<file path="src/include/rbt_pkg.sv">
// Shared constants for the data RAM self-test controller.
package rbt_pkg;

    // ****************************************************************
    // Bus and data widths
    // ****************************************************************
    localparam int RBT_AXI_AW = 8;
    localparam int RBT_AXI_DW = 32;
    localparam int RBT_RAM_AW = 15;
    localparam int RBT_RAM_DW = 16;
    localparam int RBT_CYC_W = 20;
    localparam int RBT_OSC_W = 3;

    // ****************************************************************
    // Register map (byte addresses)
    // ****************************************************************
    localparam logic [RBT_AXI_AW-1:0] RBT_OFF_CTRL = 8'h00;
    localparam logic [RBT_AXI_AW-1:0] RBT_OFF_KEY = 8'h04;

    // ****************************************************************
    // Control register fields
    // ****************************************************************
    localparam int RBT_BIT_ARM = 0;
    localparam int RBT_BIT_FAIL = 4;
    localparam int RBT_BIT_DONE = 7;
    localparam int RBT_BIT_FINJ = 8;
    localparam logic RBT_RST_ARM = 1'b0;
    localparam logic RBT_RST_FAIL = 1'b0;
    localparam logic RBT_RST_DONE = 1'b0;
    localparam logic RBT_RST_FINJ = 1'b0;
    localparam logic [RBT_OSC_W-1:0] RBT_RST_OSC = 3'h0;

    // ****************************************************************
    // Unlock keys and answer codes
    // ****************************************************************
    localparam logic [7:0] RBT_KEY_FIRST = 8'h55;
    localparam logic [7:0] RBT_KEY_SECOND = 8'haa;
    localparam logic [1:0] RBT_RESP_OKAY = 2'h0;
    localparam logic [1:0] RBT_RESP_SLVERR = 2'h2;

    // ****************************************************************
    // Test sizing and patterns
    // ****************************************************************
    localparam int RBT_TEST_CYCLES = 528384;
    localparam int RBT_RAM_WORDS = 24576;
    localparam logic [RBT_RAM_DW-1:0] RBT_PAT_A = 16'h55aa;

endpackage

</file>
<file path="src/core/rbt_march.sv">
// Word-by-word write and read-back engine that sweeps the data RAM.
`timescale 1ns/1ps
`default_nettype none

module rbt_march #(
    parameter int unsigned RAM_WORDS = rbt_pkg::RBT_RAM_WORDS,
    parameter int unsigned TEST_CYCLES = rbt_pkg::RBT_TEST_CYCLES
) (
    input wire logic aclk, // System clock
    input wire logic aresetn, // Synchronous reset, low
    input wire logic start, // One-cycle start pulse
    input wire logic [rbt_pkg::RBT_RAM_DW-1:0] ram_rdata, // Read data, one cycle late
    output logic busy, // Sweep in progress
    output logic finish, // One-cycle end pulse
    output logic mismatch, // Sticky compare failure
    output logic [rbt_pkg::RBT_RAM_AW-1:0] ram_addr, // RAM word address
    output logic ram_en, // RAM access enable
    output logic ram_we, // RAM write enable
    output logic [rbt_pkg::RBT_RAM_DW-1:0] ram_wdata // RAM write data
);
    import rbt_pkg::*;

    typedef enum logic [2:0] {
        PH_IDLE, PH_WR_A, PH_RD_A, PH_CMP_A, PH_WR_B, PH_RD_B, PH_CMP_B, PH_PAD
    } rbt_phase_t;

    rbt_phase_t phase, next_phase;
    logic [RBT_CYC_W-1:0] cyc, next_cyc;
    logic [RBT_RAM_AW-1:0] next_addr;
    logic next_mismatch, next_finish, next_busy, next_en, next_we;
    logic [RBT_RAM_DW-1:0] next_wdata;

    // Address-dependent data catches decoder faults as well as stuck cells.
    function automatic logic [RBT_RAM_DW-1:0] rbt_pat(input logic [RBT_RAM_AW-1:0] a,
                                                      input logic inv);
        logic [RBT_RAM_DW-1:0] p;
        p = RBT_PAT_A ^ {1'b0, a};
        return inv ? ~p : p;
    endfunction

    // ****************************************************************
    // Sequencer
    // ****************************************************************
    always_comb begin
        next_phase = phase;
        next_addr = ram_addr;
        next_mismatch = mismatch;
        next_finish = 1'b0;
        next_cyc = (phase == PH_IDLE) ? cyc : cyc + 1'b1;
        unique case (phase)
            PH_IDLE: begin
                if (start) begin
                    next_phase = PH_WR_A;
                    next_addr = '0;
                    next_mismatch = 1'b0;
                    next_cyc = '0;
                end
            end
            PH_WR_A: next_phase = PH_RD_A;
            PH_RD_A: next_phase = PH_CMP_A;
            PH_CMP_A: begin
                if (ram_rdata != rbt_pat(ram_addr, 1'b0)) begin
                    next_mismatch = 1'b1;
                end
                next_phase = PH_WR_B;
            end
            PH_WR_B: next_phase = PH_RD_B;
            PH_RD_B: next_phase = PH_CMP_B;
            PH_CMP_B: begin
                if (ram_rdata != rbt_pat(ram_addr, 1'b1)) begin
                    next_mismatch = 1'b1;
                end
                if (ram_addr == RBT_RAM_AW'(RAM_WORDS - 1)) begin
                    next_phase = PH_PAD;
                end else begin
                    next_addr = ram_addr + 1'b1;
                    next_phase = PH_WR_A;
                end
            end
            PH_PAD: begin
                // Padding fixes the run length.
                if (cyc >= RBT_CYC_W'(TEST_CYCLES - 1)) begin
                    next_phase = PH_IDLE;
                    next_finish = 1'b1;
                end
            end
        endcase
        next_busy = (next_phase != PH_IDLE);
        next_we = (next_phase == PH_WR_A) || (next_phase == PH_WR_B);
        next_en = next_we || (next_phase == PH_RD_A) || (next_phase == PH_RD_B);
        next_wdata = rbt_pat(next_addr, next_phase == PH_WR_B);
    end

    always_ff @(posedge aclk) begin
        if (!aresetn) begin
            phase <= PH_IDLE;
            cyc <= '0;
            ram_addr <= '0;
            mismatch <= 1'b0;
            finish <= 1'b0;
            busy <= 1'b0;
            ram_en <= 1'b0;
            ram_we <= 1'b0;
            ram_wdata <= '0;
        end else begin
            phase <= next_phase;
            cyc <= next_cyc;
            ram_addr <= next_addr;
            mismatch <= next_mismatch;
            finish <= next_finish;
            busy <= next_busy;
            ram_en <= next_en;
            ram_we <= next_we;
            ram_wdata <= next_wdata;
        end
    end

endmodule

`default_nettype wire

</file>
<file path="src/core/rbt_top.sv">
// Data RAM self-test controller with protected control register on AXI4-Lite.
//
// Register access over AXI4-Lite and the register offsets were chosen for this implementation.
`timescale 1ns/1ps
`default_nettype none

// Contract
// - Test every RAM word, report only pass/fail.
// - Done bit 7 set after test, else zero.
// - Fail bit 4 read-only, one means failed.
// - Pass does not guarantee full coverage.
// - Start-up test only on power-on, disable zero.
// - Start-up test after config, before code runs.
// - Test uses selected clock, kept for code.
// - Test lasts exactly 528384 instruction cycles.
// - Run-time test wipes RAM; software prepares reset.
// - Arm bit 0 runs test next reset.
// - Arm bit self-clears when test completes.
// - Control writes need unlock; one bit each.
// - Fault inject bit 8 forces fail result.
// - Fault inject bit cleared only by power-on; an unlocked control write of zero also clears it.
// - Bits 15-9, 6-5, 3-1 read zero.
module rbt_top #(
    parameter int unsigned RAM_WORDS = rbt_pkg::RBT_RAM_WORDS,
    parameter int unsigned TEST_CYCLES = rbt_pkg::RBT_TEST_CYCLES
) (
    input wire logic aclk, // System clock, 200 MHz
    input wire logic aresetn, // Device reset, any cause, low
    input wire logic por_n, // Power-on reset, low
    input wire logic config_loaded, // Configuration words loaded
    input wire logic startup_test_disable, // Config bit, one skips power-on test
    input wire logic [rbt_pkg::RBT_OSC_W-1:0] oscillator_select_config, // Clock choice
    input wire logic [rbt_pkg::RBT_AXI_AW-1:0] s_axi_awaddr, // Write address
    input wire logic s_axi_awvalid, // Write address valid
    output logic s_axi_awready, // Write address ready
    input wire logic [rbt_pkg::RBT_AXI_DW-1:0] s_axi_wdata, // Write data
    input wire logic [3:0] s_axi_wstrb, // Write byte enables
    input wire logic s_axi_wvalid, // Write data valid
    output logic s_axi_wready, // Write data ready
    output logic [1:0] s_axi_bresp, // Write response
    output logic s_axi_bvalid, // Write response valid
    input wire logic s_axi_bready, // Write response ready
    input wire logic [rbt_pkg::RBT_AXI_AW-1:0] s_axi_araddr, // Read address
    input wire logic s_axi_arvalid, // Read address valid
    output logic s_axi_arready, // Read address ready
    output logic [rbt_pkg::RBT_AXI_DW-1:0] s_axi_rdata, // Read data
    output logic [1:0] s_axi_rresp, // Read response
    output logic s_axi_rvalid, // Read data valid
    input wire logic s_axi_rready, // Read data ready
    input wire logic [rbt_pkg::RBT_RAM_DW-1:0] ram_rdata, // RAM read data
    output logic [rbt_pkg::RBT_RAM_AW-1:0] ram_addr, // RAM word address
    output logic ram_en, // RAM access enable
    output logic ram_we, // RAM write enable
    output logic [rbt_pkg::RBT_RAM_DW-1:0] ram_wdata, // RAM write data
    output logic test_active, // Test owns the RAM
    output logic cpu_release, // Code may start executing
    output logic [rbt_pkg::RBT_OSC_W-1:0] clock_source_sel // Held clock choice
);
    import rbt_pkg::*;

    typedef enum logic [1:0] {
        ST_CFG, ST_TEST, ST_RUN
    } rbt_state_t;

    typedef enum logic [1:0] {
        UL_NONE, UL_HALF, UL_OPEN
    } rbt_unlock_t;

    // ****************************************************************
    // Declarations
    // ****************************************************************
    rbt_state_t state, next_state;
    rbt_unlock_t unlock, next_unlock;

    logic self_test_arm_bit, next_arm;
    logic fault_inject_bit, next_finj;
    logic por_pending, next_por_pending;
    logic self_test_done_flag, next_done;
    logic self_test_fail_flag, next_fail;
    logic next_cpu_release;
    logic [RBT_OSC_W-1:0] next_clk_sel;
    logic start_pulse, next_start;

    logic aw_held, next_aw_held;
    logic [RBT_AXI_AW-1:0] aw_addr, next_aw_addr;
    logic w_held, next_w_held;
    logic [RBT_AXI_DW-1:0] w_data, next_w_data;
    logic [3:0] w_strb, next_w_strb;
    logic next_awready, next_wready, next_arready;
    logic next_bvalid, next_rvalid;
    logic [1:0] next_bresp, next_rresp;
    logic [RBT_AXI_DW-1:0] next_rdata;

    logic wr_fire, wr_ctrl, wr_key, ctrl_ok, set_arm, set_finj;
    logic eng_busy, eng_finish, eng_mismatch;
    logic [RBT_AXI_DW-1:0] ctrl_word;

    // ****************************************************************
    // RAM sweep engine
    // ****************************************************************
    rbt_march #(
        .RAM_WORDS(RAM_WORDS),
        .TEST_CYCLES(TEST_CYCLES)
    ) u_march (
        .aclk(aclk),
        .aresetn(aresetn),
        .start(start_pulse),
        .ram_rdata(ram_rdata),
        .busy(eng_busy),
        .finish(eng_finish),
        .mismatch(eng_mismatch),
        .ram_addr(ram_addr),
        .ram_en(ram_en),
        .ram_we(ram_we),
        .ram_wdata(ram_wdata)
    );

    // ****************************************************************
    // Register write decode
    // ****************************************************************
    always_comb begin
        wr_fire = aw_held && w_held && !s_axi_bvalid;
        wr_ctrl = wr_fire && (aw_addr[RBT_AXI_AW-1:2] == RBT_OFF_CTRL[RBT_AXI_AW-1:2]);
        wr_key = wr_fire && (aw_addr[RBT_AXI_AW-1:2] == RBT_OFF_KEY[RBT_AXI_AW-1:2]);
        set_arm = w_strb[0] && w_data[RBT_BIT_ARM] && !self_test_arm_bit;
        set_finj = w_strb[1] && w_data[RBT_BIT_FINJ] && !fault_inject_bit;
        // An unlock allows one bit to be set; a write setting two does nothing.
        ctrl_ok = wr_ctrl && (unlock == UL_OPEN) && !(set_arm && set_finj);
    end

    // ****************************************************************
    // Unlock sequencer
    // ****************************************************************
    always_comb begin
        next_unlock = unlock;
        if (wr_fire) begin
            // Any write other than the next key step spends or breaks the sequence.
            next_unlock = UL_NONE;
            if (wr_key && w_strb[0]) begin
                if (w_data[7:0] == RBT_KEY_FIRST) begin
                    next_unlock = UL_HALF;
                end else if (unlock == UL_HALF && w_data[7:0] == RBT_KEY_SECOND) begin
                    next_unlock = UL_OPEN;
                end
            end
        end
    end

    always_ff @(posedge aclk) begin
        if (!aresetn) begin
            unlock <= UL_NONE;
        end else begin
            unlock <= next_unlock;
        end
    end

    // ****************************************************************
    // Bits kept across device resets
    // ****************************************************************
    always_comb begin
        next_arm = self_test_arm_bit;
        next_finj = fault_inject_bit;
        next_por_pending = por_pending;
        if (eng_finish) begin
            next_arm = 1'b0;
        end
        if (ctrl_ok && w_strb[0]) begin
            next_arm = w_data[RBT_BIT_ARM];
        end
        if (ctrl_ok && w_strb[1]) begin
            next_finj = w_data[RBT_BIT_FINJ];
        end
        if (state == ST_CFG && config_loaded) begin
            next_por_pending = 1'b0;
        end
    end

    // Only power-on resets these, so an armed test survives the launching reset.
    always_ff @(posedge aclk) begin
        if (!por_n) begin
            self_test_arm_bit <= RBT_RST_ARM;
            fault_inject_bit <= RBT_RST_FINJ;
            por_pending <= 1'b1;
        end else begin
            self_test_arm_bit <= next_arm;
            fault_inject_bit <= next_finj;
            por_pending <= next_por_pending;
        end
    end

    // ****************************************************************
    // Start-up and completion control
    // ****************************************************************
    always_comb begin
        next_state = state;
        next_start = 1'b0;
        next_done = self_test_done_flag;
        next_fail = self_test_fail_flag;
        next_cpu_release = cpu_release;
        next_clk_sel = clock_source_sel;
        if (ctrl_ok && w_strb[0] && !w_data[RBT_BIT_DONE]) begin
            next_done = 1'b0;
        end
        unique case (state)
            ST_CFG: begin
                if (config_loaded) begin
                    // Clock choice is frozen here and kept once code runs.
                    next_clk_sel = oscillator_select_config;
                    if ((por_pending && !startup_test_disable) || self_test_arm_bit) begin
                        next_state = ST_TEST;
                        next_start = 1'b1;
                    end else begin
                        next_state = ST_RUN;
                        next_cpu_release = 1'b1;
                    end
                end
            end
            ST_TEST: begin
                if (eng_finish) begin
                    next_state = ST_RUN;
                    next_cpu_release = 1'b1;
                    // A pass here only means no mismatch was seen.
                    next_fail = eng_mismatch || fault_inject_bit;
                end
            end
            ST_RUN: begin
            end
        endcase
        if (eng_finish) begin
            next_done = 1'b1;
        end
    end

    // Done and fail describe the last reset sequence, so every reset clears them.
    always_ff @(posedge aclk) begin
        if (!aresetn) begin
            state <= ST_CFG;
            start_pulse <= 1'b0;
            self_test_done_flag <= RBT_RST_DONE;
            self_test_fail_flag <= RBT_RST_FAIL;
            cpu_release <= 1'b0;
            clock_source_sel <= RBT_RST_OSC;
            test_active <= 1'b0;
        end else begin
            state <= next_state;
            start_pulse <= next_start;
            self_test_done_flag <= next_done;
            self_test_fail_flag <= next_fail;
            cpu_release <= next_cpu_release;
            clock_source_sel <= next_clk_sel;
            test_active <= (next_state == ST_TEST);
        end
    end

    // ****************************************************************
    // Control register read image
    // ****************************************************************
    always_comb begin
        ctrl_word = '0;
        ctrl_word[RBT_BIT_ARM] = self_test_arm_bit;
        ctrl_word[RBT_BIT_FAIL] = self_test_fail_flag;
        ctrl_word[RBT_BIT_DONE] = self_test_done_flag;
        ctrl_word[RBT_BIT_FINJ] = fault_inject_bit;
    end

    // ****************************************************************
    // AXI4-Lite slave
    // ****************************************************************
    always_comb begin
        next_aw_held = aw_held;
        next_aw_addr = aw_addr;
        next_w_held = w_held;
        next_w_data = w_data;
        next_w_strb = w_strb;
        next_bvalid = s_axi_bvalid;
        next_bresp = s_axi_bresp;
        next_rvalid = s_axi_rvalid;
        next_rresp = s_axi_rresp;
        next_rdata = s_axi_rdata;
        if (s_axi_awvalid && s_axi_awready) begin
            next_aw_held = 1'b1;
            next_aw_addr = s_axi_awaddr;
        end
        if (s_axi_wvalid && s_axi_wready) begin
            next_w_held = 1'b1;
            next_w_data = s_axi_wdata;
            next_w_strb = s_axi_wstrb;
        end
        if (s_axi_bvalid && s_axi_bready) begin
            next_bvalid = 1'b0;
        end
        if (wr_fire) begin
            next_aw_held = 1'b0;
            next_w_held = 1'b0;
            next_bvalid = 1'b1;
            // A locked control write is dropped silently but still answers OKAY.
            next_bresp = (wr_ctrl || wr_key) ? RBT_RESP_OKAY : RBT_RESP_SLVERR;
        end
        if (s_axi_rvalid && s_axi_rready) begin
            next_rvalid = 1'b0;
        end
        if (s_axi_arvalid && s_axi_arready) begin
            next_rvalid = 1'b1;
            next_rresp = RBT_RESP_OKAY;
            if (s_axi_araddr[RBT_AXI_AW-1:2] == RBT_OFF_CTRL[RBT_AXI_AW-1:2]) begin
                next_rdata = ctrl_word;
            end else if (s_axi_araddr[RBT_AXI_AW-1:2] == RBT_OFF_KEY[RBT_AXI_AW-1:2]) begin
                next_rdata = '0;
            end else begin
                next_rdata = '0;
                next_rresp = RBT_RESP_SLVERR;
            end
        end
        next_awready = !next_aw_held && !next_bvalid;
        next_wready = !next_w_held && !next_bvalid;
        next_arready = !next_rvalid;
    end

    always_ff @(posedge aclk) begin
        if (!aresetn) begin
            aw_held <= 1'b0;
            aw_addr <= '0;
            w_held <= 1'b0;
            w_data <= '0;
            w_strb <= '0;
            s_axi_awready <= 1'b0;
            s_axi_wready <= 1'b0;
            s_axi_arready <= 1'b0;
            s_axi_bvalid <= 1'b0;
            s_axi_bresp <= RBT_RESP_OKAY;
            s_axi_rvalid <= 1'b0;
            s_axi_rresp <= RBT_RESP_OKAY;
            s_axi_rdata <= '0;
        end else begin
            aw_held <= next_aw_held;
            aw_addr <= next_aw_addr;
            w_held <= next_w_held;
            w_data <= next_w_data;
            w_strb <= next_w_strb;
            s_axi_awready <= next_awready;
            s_axi_wready <= next_wready;
            s_axi_arready <= next_arready;
            s_axi_bvalid <= next_bvalid;
            s_axi_bresp <= next_bresp;
            s_axi_rvalid <= next_rvalid;
            s_axi_rresp <= next_rresp;
            s_axi_rdata <= next_rdata;
        end
    end

endmodule

`default_nettype wire

</file>
<file path="config.mk">
export PLATFORM = sky130hd
export DESIGN_NAME = rbt_top
export DESIGN_NICKNAME = d
export VERILOG_FILES = /design/src/include/rbt_pkg.sv /design/src/core/rbt_march.sv /design/src/core/rbt_top.sv
export SDC_FILE = /design/constraint.sdc
export NUM_CORES = 1
export LEC_CHECK = 0
export BUFFER_PORTS_ARGS = -buffer_cell sky130_fd_sc_hd__buf_4
export CORE_AREA = 2 2 122 124
export CTS_BUF_LIST = sky130_fd_sc_hd__clkbuf_4 sky130_fd_sc_hd__clkbuf_8
export DETAILED_ROUTE_END_ITERATION = 8
export DIE_AREA = 0 0 124 126
export PLACE_DENSITY = 0.59
export SYNTH_ARGS = -nofsm -noshare
export SYNTH_HDL_FRONTEND = slang
export SYNTH_SLANG_ARGS = --single-unit
export TNS_END_PERCENT = 20
</file>
<file path="constraint.sdc">
create_clock -name aclk -period 5.4 [get_ports aclk]
set_input_delay 0.27 -clock aclk [delete_from_list [all_inputs] [get_ports aclk]]
set_output_delay 0.27 -clock aclk [all_outputs]
set_load 0.005 [all_outputs]
</file>
==> results of run 1 <==
## cell usage in the layout (no fill, tap or decap), types with 14 or more instances in the layout
master / synthesis / final
nand2_1: 78 / 78
nand3_1: 30 / 30
a21oi_1: 52 / 52
nor3_1: 22 / 22
conb_1: 1 / 30
dfxtp_1: 103 / 103
buf_4: 30 / 101
and3_1: 17 / 17
nor2_1: 48 / 48
mux2i_1: 18 / 18
o21ai_0: 14 / 14
## power by group
group	switching [W]	internal (W)	total (W)	leakage (nW)
Clock	0.000253	0.000282	0.000535	0.110
Sequential	0.0000187	0.000783	0.000801	0.838
Combinational	0.0000691	0.0000654	0.000135	1.48
## final timing paths
path | cells past startpoint | from | endpoint
setup reg to reg | 5 | u_march.phase[2]$_SDFF_PN0_ | u_march.ram_wdata[7]$_SDFF_PN0_
hold reg to reg | 2 | aw_addr[6]$_SDFFE_PN0P_ | aw_addr[6]$_SDFFE_PN0P_
setup / recovery | 5 | u_march.phase[2]$_SDFF_PN0_ | u_march.ram_wdata[7]$_SDFF_PN0_
hold / removal | 2 | por_n | por_pending$_SDFFE_PN1P_
## worst reg2reg max path, delay by kind of cell, from the launching register on
kind | cells | cell delay (ns)
flip-flops | 1 | 0.64
multiplexers | 2 | 0.43
AND/OR/NAND/NOR | 3 | 1.32
## synthesized netlist by cell type (all sizes together), types with 4 or more instances
master | instances | area, um2
a311oi | 4 | 35.0
nor2b | 5 | 31.3
nor2 | 48 | 180
mux2 | 10 | 113
xor2 | 11 | 96.3
a31oi | 5 | 31.3
a21oi | 52 | 260
nor3 | 22 | 110
a22oi | 5 | 37.5
mux2i | 18 | 180
xnor2 | 9 | 78.8
and3 | 17 | 106
o311a | 4 | 40.0
or3 | 4 | 25.0
nand2b | 9 | 56.3
and2 | 8 | 50.1
nand3b | 5 | 37.5
inv | 8 | 30.0
dfxtp | 103 | 2060
nand4b | 4 | 35.0
clkbuf | 18 | 67.6
nand3 | 30 | 150
o21a | 5 | 37.5
nor4 | 8 | 65.1
o21ai | 14 | 70.1
nand4 | 11 | 68.8
buf | 44 | 289
nand2 | 78 | 293
## metrics by stage
stage                     worst slack [ns]  utilization  hold WS (ns)  std cells  instance area, um2
after detailed placement              3.02        0.395         0.445        842                5650
after floorplan                       3.46            -         0.346        619                5020
after CTS                             2.96        0.410        0.0844        857                5870
after global placement                3.01        0.395         0.443        842                5650
final                                 2.94        0.410         0.106        857                5870
after global routing                  2.80        0.410         0.105        857                5870
## flip-flops by register name, summed over array words and instances, names as in the netlist, 2 cells and up
name / cells
w_strb: 2
u_march.phase: 3
u_march.ram_addr: 15
u_march.cyc: 20
unlock: 2
u_march.ram_wdata: 16
state: 2
aw_addr: 6
w_data: 9
s_axi_rdata: 4
clock_source_sel: 3
## cells by family after synthesis
logic type                 after synthesis  share of synthesized area
and+or+nand+nor                        267                      0.279
muxes                                   28                     0.0596
adders and majority gates                2                    0.00509
AOI/OAI and AO/OA                       99                      0.121
DFF                                    103                      0.420
buffers and inverters                   70                     0.0787
other                                    1                   0.000764
xor gates and xnor gates                20                     0.0357
## final cells by class
cell class	count	area [um2]
well taps	184	230
inverters	8	30.0
repair buffers	101	758
clock inverters	3	67.6
multi-input cells	446	2570
fillers	1433	8440
clock buffers	12	153
flip-flops and latches	103	2060
## layer usage
metal  share of wire  GRT usage  wire length (um)  vias up
met3           0.083     0.0521               998       14
met5               0          0                 0        -
li1                -          -                 -     2173
met2            0.46      0.250              5520      139
met4           0.016     0.0410               194        0
met1            0.44      0.195              5330     1977
==> impl_metrics.toml, run 1 <==
[clock_tree]
cts_num_sinks = 103
cts_buffer_depth = 2
cts-resized-gates = 0
clock_latency_ns = 0.37
postCtsSetupBuffers = 0
cts_buffers = 9
h-tree-depth = 3
cts_tree = "yes"
cts_hold_buffers = 0
root_buffer = "clkbuf_8"
path_clk_slew_ns = 0.09

[timing]
period_share = 0.456
rsz0062_at_grt = "no"
finalHoldViolations = 0
fin_setup_tns_ns = 0
slew_headroom = 0.493
worst_pin_slew_ns = 0.761
fmax_mhz = 406
finClkSkew_ns = 0.00964
setup_viol = 0
fin_crit_ns = 2.46
slew_violations = 0

[worst_setup_path]
cp.required_ns = 5.70
worst-path-buf-inv = 0
timing.critical_path.slowest_stage_cell = "dfxtp_1"
r2r_slack_ns = 2.94
crit_family = "simple AND/OR/NAND/NOR gates"
crit_chain = "nand3b_1 > or3_1 > or3_1 > mux2i_1 > mux2i_1"
worstSetupPathType = "reg -> reg"
cp.arrival_ns = 2.76
cpPeakStageDelay_ns = 0.64
cp_max_fo = 17
worst_setup_path_end_kind = "register"
startpoint_type = "register"

[synthesis]
synth_edf_count = 0
async_reset_ff_frac = 0
ys_seq_area_frac = 0.420
synthFlopType = "dfxtp_1"
ys_ff_latch = 103
syn_avg_cell_area_um2 = 8.32
syn_inst = 590
yosysWarnings = 0
syn-cell-area_um2 = 4910
yosysUniqueCellTypes = 54

[placed_design]
portBuffers = 100
dp_hpwl_mm = 8.85
gp_congestion = 0.906

[drt]
drt-initial-drc-count = 219
finalWirelength_mm = 12.1
via_count = 4303
ant_nets = 0
wire_per_inst_um = 14.1
viasPerCell = 5.02
drc_errors = 0
first_pass_iters = 4

[global_routing]
overflow = 0
antenna_found_initial = 0
grt_max_degree = 48
grt_usage = 0.154
grt_pass1_wl_mm = 19.3
grt_pass1_vias = 4069

[cells_and_area]
nets = 752
drive_above_1_share = 0.199
syn2layout_area_growth_pct = 19.6
num_antenna_cells = 0

[flow_run]
drv_cap = 0

[worst_hold_path]
hold_class = "in -> reg"

[floorplan]
core_area_um2 = 14300
die-height_um = 126
start_util = 0.343
dieArea_um2 = 15600
ios = 160
row_count = 44
die_x_um = 124

[power]
p_total_w = 0.00147
p_per_area_nw_per_um2 = 251
p_leak_nw = 2.43
vdd_drop_max_mv = 0.145

[run_status]
status = "complete, no violations"
No activity file was read; power rests on OpenSTA's default activity.
==> run 2, diff against run 1 <==
==> constraint.sdc (replaced) <==
create_clock -name aclk -period 2.6 [get_ports aclk]
set_input_delay 0.13 -clock aclk [delete_from_list [all_inputs] [get_ports aclk]]
set_output_delay 0.13 -clock aclk [all_outputs]
set_load 0.005 [all_outputs]
==> run 2 against run 1 <==
  * Largest power group unchanged
  * Clock skew fell by 0.0034 ns
  * Sequential cell count is the same
  * Final cell count rose by 3.3%
  * Non-clock buffer count rose by 27
  * Via count is 4.2% higher
  * Highest routed layer unchanged
  * Routed wire length grew 4.9%
  * Worst hold slack worse by 0.086 ns
  * Register-to-register slack got worse by 2.5 ns
  * Total power rose by 130%
  * Clock power grew to 2.6 times the previous value
  * Cell area increased by 5.3%
  * Largest cell class unchanged
  * Clock-buffer cell count decreased by 2
==> impl_metrics.toml, run 2 (synthesis gave the netlist of run 1 again) <==
[global_routing]
grt_max_degree = 37
grt_pass1_vias = 4216
grt_pass1_wl_mm = 20.2
grt_usage = 0.162
antenna_found_initial = 0
overflow = 0

[drt]
drc_errors = 0
wire_per_inst_um = 14.3
finalWirelength_mm = 12.6
drt-initial-drc-count = 291
viasPerCell = 5.06
via_count = 4482
first_pass_iters = 4
ant_nets = 0

[timing]
fin_setup_tns_ns = 0
fin_crit_ns = 2.18
finalHoldViolations = 0
slew_violations = 0
worst_pin_slew_ns = 0.653
rsz0062_at_grt = "no"
slew_headroom = 0.559
finClkSkew_ns = 0.00625
fmax_mhz = 458
setup_viol = 0
period_share = 0.840
setup_ws_ns = 0.416

[placed_design]
gp_congestion = 0.876
dp_cells = 855
pre_cts_slack_ns = 0.473
portBuffers = 100
dp_hpwl_mm = 9.25

[worst_hold_path]
min_from = "s_axi_awaddr[6]"
hold_class = "in -> reg"
hold_depth = 3

[worst_setup_path]
cp.required_ns = 2.90
cp.arrival_ns = 2.49
r2r-start = "u_march.phase[2]$_SDFF_PN0_"
cpPeakStageDelay_ns = 0.65
crit_cells = 5
cp-startpoint = "u_march.phase[2]$_SDFF_PN0_"
worst-path-buf-inv = 0
crit_chain = "nand3b_1 > or3_1 > or3_1 > mux2i_1 > mux2i_1"
cp_max_fo = 17
worstSetupPathType = "reg -> reg"
crit_family = "simple AND/OR/NAND/NOR gates"
r2r_cells = 5
timing.critical_path.slowest_stage_cell = "dfxtp_1"
startpoint_type = "register"
worst_setup_path_end_kind = "register"

[clock_tree]
cts_tree = "yes"
cts_buffers = 9
h-tree-depth = 3
cts_num_sinks = 103
cts_buffer_depth = 2
clock_latency_ns = 0.37
cts-resized-gates = 0
root_buffer = "clkbuf_8"
path_clk_slew_ns = 0.09

[floorplan]
ios = 160
die_x_um = 124
row_count = 44
dieArea_um2 = 15600
core_area_um2 = 14300
die-height_um = 126
start_util = 0.343

[cells_and_area]
nets = 779
most-common-layout-cells = "buf_4, dfxtp_1, nand2_1"
syn2layout_area_growth_pct = 25.9
num_antenna_cells = 0
drive_above_1_share = 0.211
layout.cells.non_filler = 885
post-route-util = 0.432
final_common_cell = "buf_4"
top_register = "u_march.cyc"
largest_register_ffs = 20
reg_top3 = "u_march.cyc x20, u_march.ram_wdata x16, u_march.ram_addr x15"

[power]
p_per_area_nw_per_um2 = 546
p_leak_nw = 2.59
vdd_drop_max_mv = 0.280

[flow_run]
drv_cap = 0

[run_status]
status = "complete, no violations"
[run 2: changes by cell type in the layout (fill, tap and decap cells not counted)]
cell,before,now
clkbuf_4,2,0
buf_4,101,114
bufinv_16,2,5
dlygate4sd3_1,0,14
clkinvlp_4,1,0
clkinv_2,0,1
[run 2: layout make-up]
| type | count | area (um2) |
|---|---|---|
| Clock buffer | 10 | 138 |
| Clock inverter | 6 | 155 |
| Fill cell | 1421 | 8130 |
| Inverter | 8 | 30.0 |
| Multi-Input combinational cell | 446 | 2570 |
| Sequential cell | 103 | 2060 |
| Tap cell | 184 | 230 |
| Timing Repair Buffer | 128 | 996 |
[run 2: layer usage]
layer | vias to the layer above | global-route usage | share of wire
li1 | 2217 | - | -
met1 | 2097 | 0.206 | 0.44
met2 | 150 | 0.269 | 0.47
met3 | 18 | 0.0322 | 0.064
met4 | 0 | 0.0621 | 0.019
met5 | - | 0 | 0
[run 2: report_power, final]
group | switching [W] | total (W) | leakage, nW | internal, W
registers | 0.0000397 | 0.00167 | 0.838 | 0.00163
logic | 0.000150 | 0.000303 | 1.61 | 0.000154
clock network | 0.000547 | 0.00141 | 0.146 | 0.000858
total | 0.000737 | 0.00337 | 2.59 | 0.00264
[run 2: stage by stage]
step	area [um2]	hold slack (ns)	power, W
finish	6180	0.0200	0.00337
global route	6180	0.00790	0.00351
CTS	6180	0.000788	0.00341
detailed placement	5750	0.345	0.00199
global placement	5750	0.337	0.00198
floorplan	5020	0.206	0.00188
[run 2: repair_timing]
item / CTS / global route
setup endpoints to repair: 0 / 0
setup buffers: 0 / 0
hold buffers: 14 / 0
endpoints found under the hold margin: 16 / 0
[run 2: worst min-delay path, stage by stage]
cell	delay, ns
buf_4	0.11
nand3_1	0.06
a21oi_1	0.05
[run 2: path summary, 6_finish.rpt]
check	endpoint	slack, ns
setup / recovery	u_march.ram_wdata[7]$_SDFF_PN0_	0.42
hold / removal	aw_addr[6]$_SDFFE_PN0P_	0.02
setup reg to reg	u_march.ram_wdata[7]$_SDFF_PN0_	0.42
hold reg to reg	aw_addr[3]$_SDFFE_PN0P_	0.46
==> run 3, diff against run 2 <==
--- a/config.mk
+++ b/config.mk
@@ -10,7 +10,7 @@
 export CTS_BUF_LIST = sky130_fd_sc_hd__clkbuf_4 sky130_fd_sc_hd__clkbuf_8
 export DETAILED_ROUTE_END_ITERATION = 8
 export DIE_AREA = 0 0 124 126
-export PLACE_DENSITY = 0.59
+export PLACE_DENSITY = 0.61
 export SYNTH_ARGS = -nofsm -noshare
 export SYNTH_HDL_FRONTEND = slang
 export SYNTH_SLANG_ARGS = --single-unit
==> constraint.sdc (replaced) <==
create_clock -name aclk -period 1.98 [get_ports aclk]
set_input_delay 0.099 -clock aclk [delete_from_list [all_inputs] [get_ports aclk]]
set_output_delay 0.099 -clock aclk [all_outputs]
set_load 0.005 [all_outputs]
==> run 3 against run 2 <==
  * Sequential cell count unchanged
  * Sequential share of layout area decreased by 1.4 points
  * Cell area is 4.8% higher
  * Critical path depth unchanged
  * Sequential power is 31% higher
  * Routed wire length rose by 3.4%
  * First-iteration DRC count down 37%
  * Non-clock buffer count up 43
  * Largest cell class unchanged
==> impl_metrics.toml, run 3 (synthesis gave the netlist of run 1 again) <==
[run_status]
status = "complete, no violations"

[cells_and_area]
num_antenna_cells = 0
fillers = 1433
syn2layout_area_growth_pct = 31.9
largest_register_ffs = 20
drive_above_1_share = 0.254
most-common-layout-cells = "buf_4, dfxtp_1, nand2_1"
reg_top3 = "u_march.cyc x20, u_march.ram_wdata x16, u_march.ram_addr x15"
post-route-util = 0.453
nets = 822
final_common_cell = "buf_4"
top_register = "u_march.cyc"

[floorplan]
row_count = 44
die_x_um = 124
start_util = 0.343
dieArea_um2 = 15600
die-height_um = 126
ios = 160
core_area_um2 = 14300

[power]
comb_power_share = 0.107
p_leak_nw = 2.76
power.switching_w = 0.000938
p_total_w = 0.00407
p_per_area_nw_per_um2 = 628
clkPwrFrac = 0.357
netSwitchingFraction = 0.231
vdd_drop_max_mv = 0.295
p_seq_frac = 0.536
internal_power_w = 0.00313

[timing]
finalHoldViolations = 0
fmax_mhz = 534
rsz0062_at_grt = "yes"
period_share = 0.945
setup_viol = 0
slew_violations = 0
finClkSkew_ns = 0.0103
slew_headroom = 0.589
fin_crit_ns = 1.87
worst_pin_slew_ns = 0.613

[worst_setup_path]
cp-startpoint = "u_march.phase[0]$_SDFF_PN0_"
timing.critical_path.slowest_stage_cell = "or3_1"
startpoint_type = "register"
crit_end = "u_march.ram_wdata[7]$_SDFF_PN0_"
worstSetupPathType = "reg -> reg"
cp_max_fo = 4
crit_family = "simple AND/OR/NAND/NOR gates"
crit_cells = 5
r2r_slack_ns = 0.11
cp.required_ns = 2.28
worst_setup_path_end_kind = "register"
r2r-start = "u_march.phase[0]$_SDFF_PN0_"
r2r_end = "u_march.ram_wdata[7]$_SDFF_PN0_"
r2r_cells = 5
worst-path-buf-inv = 0
cpPeakStageDelay_ns = 0.43
crit_chain = "nand3b_1 > or3_1 > or3_1 > mux2i_1 > mux2i_1"
cp.arrival_ns = 2.17

[clock_tree]
cts_buffers = 9
clock_latency_ns = 0.37
h-tree-depth = 3
root_buffer = "clkbuf_8"
cts_buffer_depth = 2
cts_tree = "yes"
cts_num_sinks = 103
path_clk_slew_ns = 0.09

[drt]
first_pass_iters = 5
via_count = 4623
finalWirelength_mm = 13.1
ant_nets = 0
drt-initial-drc-count = 182
viasPerCell = 4.99
wire_per_inst_um = 14.1
drc_errors = 0

[placed_design]
gp_congestion = 0.931
dp_hpwl_mm = 9.78
portBuffers = 100

[flow_run]
drv_cap = 0

[global_routing]
grt_max_degree = 29
antenna_found_initial = 0
grt_pass1_wl_mm = 20.7
grt_pass1_vias = 4453
overflow = 0
grt_usage = 0.166

[worst_hold_path]
hold_class = "in -> reg"
-- run 3: routing by layer --
metal / vias up / track usage / part of all wire
li1: 2298 / - / -
met1: 2162 / 0.208 / 0.45
met2: 142 / 0.273 / 0.47
met3: 21 / 0.0340 / 0.058
met4: 0 / 0.0753 / 0.022
met5: - / 0 / 0
-- run 3: worst reg2reg max path, cell delays in order, from the launching register on --
cell,delay [ns]
dfxtp_1,0.34
nand3b_1,0.19
or3_1,0.43
or3_1,0.40
mux2i_1,0.23
mux2i_1,0.21
-- run 3: timing repair --
action / CTS / global route
endpoints found under the setup margin: 0 / 15
setup buffers: 0 / 1
resized for setup: 0 / 8
hold endpoints to repair: 25 / 0
hold buffers: 23 / 0
-- run 3: metrics by stage --
stage / cells / setup slack, ns / setup TNS [ns] / hold slack [ns] / instance area [um2]
3_5_place_dp: 888 / 0.0741 / 0 / 0.309 / 6000
5_1_grt: 927 / -0.00677 / -0.00677 / 0.0184 / 6480
4_1_cts: 926 / 0.0512 / 0 / 0.00655 / 6450
2_1_floorplan: 619 / 0.0387 / 0 / 0.175 / 5020
6_report: 927 / 0.108 / 0 / 0.0294 / 6480
3_3_place_gp: 888 / 0.0940 / 0 / 0.306 / 6000
-- run 3: power groups by stage --
| stage | logic, W | registers (W) | clock network, W |
|---|---|---|---|
| floorplan | 0.000251 | 0.00222 | 0 |
| global placement | 0.000392 | 0.00222 | 0 |
| detailed placement | 0.000399 | 0.00223 | 0 |
| CTS | 0.000436 | 0.00218 | 0.00152 |
| global route | 0.000486 | 0.00219 | 0.00161 |
| finish | 0.000436 | 0.00218 | 0.00145 |
-- run 3: layout make-up --
type                    count  area [um2]  area share
inverters                   8        30.0     0.00464
clock buffers              12         153      0.0236
repair buffers            171        1340       0.207
clock inverters             3        67.6      0.0104
flip-flops and latches    103        2070       0.319
well taps                 184         230      0.0355
multi-input cells         446        2590       0.400
-- run 3: worst min-delay path by stage --
stage                   from                         to  slack [ns]  cells past startpoint
2_1_floorplan          por_n   por_pending$_SDFFE_PN1P_        0.18                      1
3_3_place_gp           por_n   por_pending$_SDFFE_PN1P_        0.31                      2
3_5_place_dp           por_n   por_pending$_SDFFE_PN1P_        0.31                      2
4_1_cts        s_axi_awvalid    aw_addr[2]$_SDFFE_PN0P_       0.007                      3
5_1_grt              aresetn  u_march.cyc[7]$_SDFF_PN0_        0.02                      2
6_report        s_axi_bready    s_axi_bvalid$_SDFF_PN0_        0.03                      3
